==> config.mk <==
export PLATFORM = sky130hd
export DESIGN_NAME = power_on_reset_control
export DESIGN_NICKNAME = d
export VERILOG_FILES = /design/src/por_pkg.sv /design/src/power_on_reset_control.sv
export SDC_FILE = /design/constraint.sdc
export NUM_CORES = 1
export LEC_CHECK = 0
export ABC_CLOCK_PERIOD_IN_PS = 2000
export BUFFER_PORTS_ARGS = -buffer_cell sky130_fd_sc_hd__buf_2
export CAP_MARGIN = 20
export CORE_MARGIN = 2
export CORE_UTILIZATION = 40
export DETAILED_ROUTE_END_ITERATION = 8
export PLACE_DENSITY = 0.74
export SETUP_SLACK_MARGIN = 0.05
export SLEW_MARGIN = 25
export SYNTH_ARGS = -nofsm -noshare
export SYNTH_HDL_FRONTEND = slang
export SYNTH_SLANG_ARGS = --single-unit
==> constraint.sdc <==
create_clock -name ref_clk -period 2 [get_ports ref_clk]
set_input_delay 0.1 -clock ref_clk [delete_from_list [all_inputs] [get_ports ref_clk]]
set_output_delay 0.1 -clock ref_clk [all_outputs]
set_load 0.01 [all_outputs]
==> src/por_pkg.sv <==
package por_pkg;
	// ==========================================
	// reset-source register layout
	localparam int RSRC_W = 8;
	localparam int POR_FLAG_BIT = 1;
	localparam logic [7:0] RSRC_RESET = 8'h00;
	// ==========================================
	// program start address, same for every reset
	localparam logic [15:0] RESET_VECTOR = 16'h0000;
	// ==========================================
	// release delay after supply settles
	localparam int CLK_PERIOD_NS = 10;
	localparam int RELEASE_DELAY_NS = 10000;
	localparam int RELEASE_CYCLES = (RELEASE_DELAY_NS + CLK_PERIOD_NS - 1) / CLK_PERIOD_NS;
	localparam int CNT_W = 16;

	typedef enum logic [2:0] {
		ST_HOLD = 3'h1,
		ST_DELAY = 3'h2,
		ST_RUN = 3'h4
	} por_state_t;

	typedef struct packed {
		logic core_reset;
		logic rst_pin_out;
		logic rst_pin_oe;
		logic vdd_monitor_en;
		logic [15:0] start_addr;
		logic [RSRC_W-1:0] reset_source_register;
	} por_out_t;

	typedef struct packed {
		por_state_t st;
		logic [CNT_W-1:0] cnt;
		logic [1:0] vok_sync;
		logic [1:0] pin_sync;
		logic pin_prev;
		logic por_pending;
		logic [6:0] other_src;
		por_out_t out;
	} por_regs_t;
endpackage : por_pkg

==> src/power_on_reset_control.sv <==
// Functional notes
// hold device in reset and drive reset pin low while supply below threshold.
// set power-on flag, bit 1 of reset source, when leaving power-on reset.
// other reset-cause flags are undefined while power-on flag is set.
// any other reset cause clears the power-on flag.
// every reset starts execution at address 0x0000.
// data memory is not initialised by a power-on reset.
// power-on reset completion leaves the supply monitor enabled.
// release from reset is delayed after supply crosses threshold.
// outside party should not hold reset pin low over one second on old parts.
// delay counter starts on supply good and restarts if supply drops.
// power-on flag stays readable until another reset cause clears it.
module power_on_reset_control #(
	parameter int RELEASE_COUNT = por_pkg::RELEASE_CYCLES
) (
	input wire logic ref_clk,
	input wire logic rst,
	input wire logic supply_ok,
	input wire logic rst_pin_in,
	input wire logic [6:0] other_reset_req,
	output por_pkg::por_out_t status
);
	import por_pkg::*;

	por_regs_t r_q;
	por_regs_t r_d;

	// ==========================================
	// helpers
	// the pin is active low, so a fall of the synced level is a pin reset
	function automatic logic pin_fell(input logic prev, input logic level);
		return prev && !level;
	endfunction : pin_fell

	// shared by the delay branch and its checks so both agree on the end point
	function automatic logic release_due(input logic [CNT_W-1:0] count);
		return count >= CNT_W'(RELEASE_COUNT - 1);
	endfunction : release_due

	// ==========================================
	// next state
	always_comb begin
		r_d = r_q;
		r_d.vok_sync = {r_q.vok_sync[0], supply_ok};
		r_d.pin_sync = {r_q.pin_sync[0], rst_pin_in};
		r_d.pin_prev = r_q.pin_sync[1];
		case (r_q.st)
			ST_HOLD: begin
				r_d.cnt = '0;
				if (r_q.vok_sync[1]) begin
					r_d.st = ST_DELAY;
				end
			end
			ST_DELAY: begin
				if (!r_q.vok_sync[1]) begin
					r_d.st = ST_HOLD;
					r_d.cnt = '0;
				end else if (release_due(r_q.cnt)) begin
					r_d.st = ST_RUN;
				end else begin
					r_d.cnt = r_q.cnt + 1'b1;
				end
			end
			ST_RUN: begin
				if (!r_q.vok_sync[1]) begin
					r_d.st = ST_HOLD;
					r_d.por_pending = 1'b1;
				end
			end
			default: r_d.st = ST_HOLD;
		endcase
		// reset outputs follow the next state so they come from flops
		r_d.out.core_reset = (r_d.st != ST_RUN);
		r_d.out.rst_pin_oe = (r_d.st != ST_RUN);
		r_d.out.rst_pin_out = 1'b0;
		r_d.out.start_addr = RESET_VECTOR;
		// memory is left alone: no clear logic exists on purpose // R6
		if (r_q.st == ST_DELAY && r_d.st == ST_RUN && r_q.por_pending) begin
			r_d.out.reset_source_register[POR_FLAG_BIT] = 1'b1;
			r_d.out.vdd_monitor_en = 1'b1;
			r_d.por_pending = 1'b0;
		end
		// a pin pull-down or internal request while running is a non-power reset
		// the pin cause comes from the fall, not the level, which is still low just after release
		if (r_q.st == ST_RUN && (pin_fell(r_q.pin_prev, r_q.pin_sync[1]) || |other_reset_req)) begin
			r_d.out.reset_source_register[POR_FLAG_BIT] = 1'b0;
			r_d.other_src = other_reset_req | {6'h00, pin_fell(r_q.pin_prev, r_q.pin_sync[1])};
		end
		// other flags are only meaningful when the power-on flag is clear
		r_d.out.reset_source_register[RSRC_W-1:2] = r_d.other_src[6:1];
		r_d.out.reset_source_register[0] = r_d.other_src[0];
	end

	// ==========================================
	// state register
	always_ff @(posedge ref_clk) begin
		if (rst) begin
			r_q.st <= ST_HOLD;
			r_q.cnt <= '0;
			r_q.vok_sync <= 2'h0;
			r_q.pin_sync <= 2'h3;
			r_q.pin_prev <= 1'b1;
			r_q.por_pending <= 1'b1;
			r_q.other_src <= 7'h00;
			r_q.out.core_reset <= 1'b1;
			r_q.out.rst_pin_oe <= 1'b1;
			r_q.out.rst_pin_out <= 1'b0;
			r_q.out.vdd_monitor_en <= 1'b0;
			r_q.out.start_addr <= RESET_VECTOR;
			r_q.out.reset_source_register <= RSRC_RESET;
		end else begin
			r_q <= r_d;
		end
	end

	assign status = r_q.out;

	// ==========================================
	// checks: hold, pin drive and start vector
	a_pin_hold: assert property (@(posedge ref_clk) disable iff (rst)
		(r_q.st != ST_RUN)
		|-> (status.rst_pin_oe && !status.rst_pin_out && status.core_reset))
		else $error("reset pin not driven low while held");

	a_pin_level: assert property (@(posedge ref_clk) disable iff (rst)
		status.rst_pin_out == 1'b0)
		else $error("reset pin drive level not low");

	a_run_release: assert property (@(posedge ref_clk) disable iff (rst)
		(r_q.st == ST_RUN)
		|-> (!status.core_reset && !status.rst_pin_oe))
		else $error("reset not released while running");

	a_drop_hold: assert property (@(posedge ref_clk) disable iff (rst)
		(r_q.st == ST_RUN && !r_q.vok_sync[1])
		|=> (r_q.st == ST_HOLD && status.core_reset))
		else $error("supply drop did not re-enter reset");

	a_start_vector: assert property (@(posedge ref_clk) disable iff (rst)
		status.start_addr == 16'h0000)
		else $error("start address wrong");

	// ==========================================
	// checks: release delay
	a_delay_min: assert property (@(posedge ref_clk) disable iff (rst)
		$rose(r_q.st == ST_DELAY) |-> (r_q.st == ST_DELAY)[*3])
		else $error("release not delayed");

	a_hold_stay: assert property (@(posedge ref_clk) disable iff (rst)
		(r_q.st == ST_HOLD)
		|=> (r_q.st != ST_RUN))
		else $error("release straight from hold");

	a_release_count: assert property (@(posedge ref_clk) disable iff (rst)
		$rose(r_q.st == ST_RUN)
		|-> ($past(r_q.cnt) == CNT_W'(RELEASE_COUNT - 1)))
		else $error("release before delay count ended");

	a_delay_reach: assert property (@(posedge ref_clk) disable iff (rst)
		(r_q.st == ST_DELAY && r_q.vok_sync[1] && release_due(r_q.cnt))
		|=> (r_q.st == ST_RUN))
		else $error("release missed at end of delay");

	a_delay_start: assert property (@(posedge ref_clk) disable iff (rst)
		$rose(r_q.st == ST_DELAY)
		|-> (r_q.cnt == '0))
		else $error("delay count not started from zero");

	a_delay_step: assert property (@(posedge ref_clk) disable iff (rst)
		(r_q.st == ST_DELAY && r_q.vok_sync[1] && !release_due(r_q.cnt))
		|=> (r_q.st == ST_DELAY && r_q.cnt == $past(r_q.cnt) + 1'b1))
		else $error("delay count did not advance");

	a_delay_restart: assert property (@(posedge ref_clk) disable iff (rst)
		(r_q.st == ST_DELAY && !r_q.vok_sync[1])
		|=> (r_q.st == ST_HOLD && r_q.cnt == 0))
		else $error("delay not restarted");

	a_state_onehot: assert property (@(posedge ref_clk) disable iff (rst)
		$onehot(r_q.st))
		else $error("sequencer state not one-hot");

	// ==========================================
	// checks: reset-source flags
	a_flag_set: assert property (@(posedge ref_clk) disable iff (rst)
		($rose(r_q.st == ST_RUN) && $past(r_q.por_pending, 2))
		|-> status.reset_source_register[POR_FLAG_BIT])
		else $error("power-on flag not set at release");

	a_flag_rise: assert property (@(posedge ref_clk) disable iff (rst)
		$rose(status.reset_source_register[POR_FLAG_BIT])
		|-> $rose(r_q.st == ST_RUN))
		else $error("power-on flag set outside release");

	a_pending_rearm: assert property (@(posedge ref_clk) disable iff (rst)
		(r_q.st == ST_RUN && !r_q.vok_sync[1])
		|=> r_q.por_pending)
		else $error("power-on not re-armed by supply drop");

	a_flag_clear: assert property (@(posedge ref_clk) disable iff (rst)
		(r_q.st == ST_RUN && |other_reset_req)
		|=> !status.reset_source_register[POR_FLAG_BIT])
		else $error("power-on flag not cleared by other reset");

	a_pin_clear: assert property (@(posedge ref_clk) disable iff (rst)
		(r_q.st == ST_RUN && pin_fell(r_q.pin_prev, r_q.pin_sync[1]))
		|=> (!status.reset_source_register[POR_FLAG_BIT]
		&& status.reset_source_register[0]))
		else $error("pin reset not recorded");

	a_src_latch: assert property (@(posedge ref_clk) disable iff (rst)
		(r_q.st == ST_RUN && |other_reset_req)
		|=> (status.reset_source_register[RSRC_W-1:2] == $past(other_reset_req[6:1])))
		else $error("other reset causes not latched");

	a_flag_keep: assert property (@(posedge ref_clk) disable iff (rst)
		(r_q.st == ST_RUN && status.reset_source_register[POR_FLAG_BIT] && !(|other_reset_req)
		&& !pin_fell(r_q.pin_prev, r_q.pin_sync[1]))
		|=> status.reset_source_register[POR_FLAG_BIT])
		else $error("power-on flag lost");

	// ==========================================
	// checks: supply monitor
	a_mon_on: assert property (@(posedge ref_clk) disable iff (rst)
		$fell(status.core_reset) && status.reset_source_register[POR_FLAG_BIT]
		|-> status.vdd_monitor_en)
		else $error("supply monitor not enabled");

	a_mon_sticky: assert property (@(posedge ref_clk) disable iff (rst)
		status.vdd_monitor_en
		|=> status.vdd_monitor_en)
		else $error("supply monitor switched off");
endmodule : power_on_reset_control

* Word level (Yosys, flattened, before mapping) *
Index checks and enable logic that the tools add are counted.

cells by class
  add/sub/neg operators = 1
  reductions and logical operators = 12
  bitwise logic cells = 1
  eq/ne operators = 7
  mux-type cells = 11
  magnitude comparators = 1

operators with widths
  kind                   number
  $pmux 16 s2            1
  $mux 19                1
  $add 16x1->16 const B  1
  $ge 16x10->1 const B   1
  $mux 16                1
  $mux 3                 3
  $pmux 3 s3             1
  $mux 7                 1
  $or 7x1->7             1
  $reduce_or 7->1        1
  $eq 3x3->1 const B     2
  $ne 3x3->1 const B     2
  $logic_and 1x1->1      4
  $reduce_and 2->1       2
  $reduce_bool 2->1      2
  $eq 3x1->1 const B     1
  $eq 3x2->1 const B     1
  $mux 1                 3
  $ne 2x1->1 const B     1
  $reduce_or 2->1        1
  $logic_not 1->1        1
  $logic_or 1x1->1       1

storage, ports and cells
  logic and storage cells = 45
  register bits after elaboration = 52

* Depth between registers and ports, before layout *
  word-level depth = 9
  gate-level depth with buffers = 6

* Least setup slack after synthesis *
Ideal clock, no wire load.

  path type = register to register
  from = register r_q[54] (netlist bit)
  to = register r_q[48] (netlist bit)
  slack = 285 ps
  arrival = 1598 ps
  setup time = 117 ps
  path buffers = 0
  period minus slack after synthesis = 1715 ps
  required time = 1883 ps
  stages on the path, launching flop included = 6
  cell sequence = dfxtp_1 -> or4_4 -> nor4b_1 -> a21o_2 -> o211ai_1 -> a32o_1

between the ends
  longest elaborated chain between the ends = 3

RTL lines
  element                     RTL line                       RTL
  start, declared             power_on_reset_control.sv:25   por_regs_t r_q;
  start signal, assigned      power_on_reset_control.sv:112  r_q <= r_d;
  $ge 16x10->1                power_on_reset_control.sv:37   return count >= CNT_W'(RELEASE_COUNT - 1);
  $ne 3x3->1 (no line)        n/a
  $reduce_and 2->1 (no line)  n/a

No other way between the ends.
A chain may end at the register's enable or synchronous reset.

* Final worst setup path *
  from = register r_q[59] (netlist bit)
  to = register r_q, in the netlist status[5]

between the ends
  longest elaborated chain between the ends = 3

RTL lines
  element            RTL line                      RTL
  $eq 3x3->1         power_on_reset_control.sv:85  if (r_q.st == ST_RUN && (pin_fell(r_q.pin_prev, r_q.pin_sync[1]) || |other_reset_req)) begin
  $logic_and 1x1->1  power_on_reset_control.sv:85
  $mux 7             power_on_reset_control.sv:85

No other way between the ends.

==> metrics.csv <==
metric,value,unit
rsz0062_at_grt,false,
finalClockSkew,0.00550,ns
nNetsFinal,202,
wire_per_inst,11.4,µm
path_cells,inv_1 -> or3_4 -> a31oi_4 -> mux2i_1 -> nor2_1,
clk_pin_slew,0.07,ns
grt_max_degree,24,
grt_pass1_vias,995,
synth_flop_cell,dfxtp_1,
grt_usage,13.0,%
ioPinCount,39,
period_share,90.6,%
ys_seq_elements,35,
vias,1177,
hpwl,1970,µm
peakVddDrop,0.496,mV
async_flop_share,0,%
worstPathArrival,1.98,ns
end_kind,flop,
placed_cells,232,
place_area,1670,µm²
critPathSlowestCell,dfxtp_1,
powerDensity,834,nW/µm²
layout_common_cells,"dfxtp_1 (35), buf_2 (21), conb_1 (17)",
synthAdderAreaFrac,0.755,%
rows,23,
synth.avg_cell_area,9.47,µm²
max_freq,0.552,GHz
setup_violations,0,
dr.pass1.iters,4,
synth_top_cell_by_area,dfxtp_1,
gp_congestion,0.791,
synth_top_family_by_area,simple AND/OR/NAND/NOR gates,
critPathMaxFanout,9,
fin_tns_setup,0,ns
drv_cap,0,
synth_cells,175,
diodes,0,
finalHoldViolCount,0,
start_util,41.4,%
post_cts_buffers,0,
critPathBufInv,1,
leakagePower,0.710,nW
antenna_found_initial,0,
ys.warnings.count,0,
grt_pass1_wl,4440,µm
synthSimpleGateAreaFrac,22.8,%
status,completed,
final.min_clock_period,1.81,ns
clock_sinks,35,
crit_family,flip-flops,
ant_nets,0,
final_area,1820,µm²
cpPeakStageDelay,0.49,ns
maxSlewHeadroom,61.6,%
worstPathRequired,2.17,ns
tritoncts.num_buffers,5,
hp-class,primary input to flop,
final_common_cell,dfxtp_1,
synth_xor_area_share,1.06,%
core-area,4000,µm²
numPortBuffers,21,
fp.dieH,68.4,µm
cts_tree,yes,
yosysUniqueCellTypes,47,
h-tree-depth,2,
synth-seq-area-share,42.3,%
routed_via_density,4.88,
critical_path_class,flop to flop,
die-width,68.4,µm
root_buffer,clkbuf_8,
final_layout_size_suffix_gt1_share,24.6,%
tightest_slew,0.571,ns
routed_wl,2750,µm
area_growth,10.0,%
finalCoreUtilization,45.6,%
dieArea,4670,µm²
drcViolationCount,0,
start_kind,flop,
syn_area,1660,µm²
fin_cells,241,
synth_compound_area_share,14.7,%
clkLatencyLatePin,0.29,ns
synth_top_area_share,42.3,%
synth_edf_count,0,
synthMuxAreaShare,3.63,%
clock_path_buffers,2,
drtIter0Drc,45,
grt.overflow.total,0,
power,1.52,mW
synth_area_leaders,"dfxtp_1 (42%), buf_4 (13%), mux2i_1 (3.6%)",
drv_slew,0,
## kinds of logic after synthesis
family,count (synthesis)
and+or+nand+nor,64
buffers and inverters,36
DFF,35
AOI/OAI and AO/OA,30
muxes,6
xor gates and xnor gates,2
adders and majority gates,1
other,1
## cell usage after synthesis (2+ instances only)
cell      number
dfxtp_1       35
buf_4         28
nor2_1        12
a21oi_1        7
nand2_1        7
nand3_1        7
mux2i_1        6
or2_2          6
and2_1         5
inv_1          5
a211oi_1       4
clkbuf_1       3
nor2b_1        3
o21ai_0        3
or3_1          3
a211o_1        2
a31oi_1        2
a31oi_4        2
and3_1         2
nand2b_1       2
nand4_1        2
nor4_1         2
o31ai_1        2
or4_1          2
## layer usage
metal	vias up	share of wire, %	global-route usage (%)
met1	540	45	15.2
met3	6	4.0	4.44
met4	0	2.1	6.75
li1	602	-	-
met2	29	49	21.1
met5	-	0	0
## per-stage QoR
stage | setup WS (ns) | hold WS [ns]
5_1_grt | 0.0924 | 0.0378
6_report | 0.188 | 0.0182
3_5_place_dp | 0.189 | 0.290
2_1_floorplan | 0.285 | 0.204
4_1_cts | 0.158 | 0.0120
3_3_place_gp | 0.197 | 0.286
## path summary, 6_finish.rpt
path,cells past startpoint,start,slack [ns],to
worst max register to register,5,r_q[59]$_SDFF_PP0_,0.19,status[5]$_SDFFE_PP0P_
worst max-delay path,5,r_q[59]$_SDFF_PP0_,0.19,status[5]$_SDFFE_PP0P_
worst min-delay path,2,supply_ok,0.02,r_d[40]$_SDFF_PP0_
worst min register to register,1,r_d[38]$_SDFF_PP1_,0.41,r_d[36]$_SDFF_PP1_
## registers in the layout (all words and copies together), names as in the netlist
signal  count
r_q        22
status     10
r_d         3
## power breakdown
group,total (mW),internal (mW),switching [mW]
sequential,0.707,0.703,0.00398
clock,0.755,0.497,0.258
combinational,0.0581,0.0192,0.0389
## timing repair
item	CTS	global route
hold buffers	1	0
endpoints found under the hold margin	1	0
setup endpoints to repair	0	1
gates resized for setup	0	1
## layout make-up
| type | count | area [µm²] |
|---|---|---|
| repair buffers | 23 | 123 |
| multi-input cells | 120 | 782 |
| clock buffers | 5 | 68.8 |
| flip-flops and latches | 35 | 701 |
| well taps | 50 | 62.6 |
| clock inverters | 3 | 67.6 |
| fillers | 388 | 2180 |
| inverters | 5 | 18.8 |
Note: power is estimated with default switching activity, not from simulation.
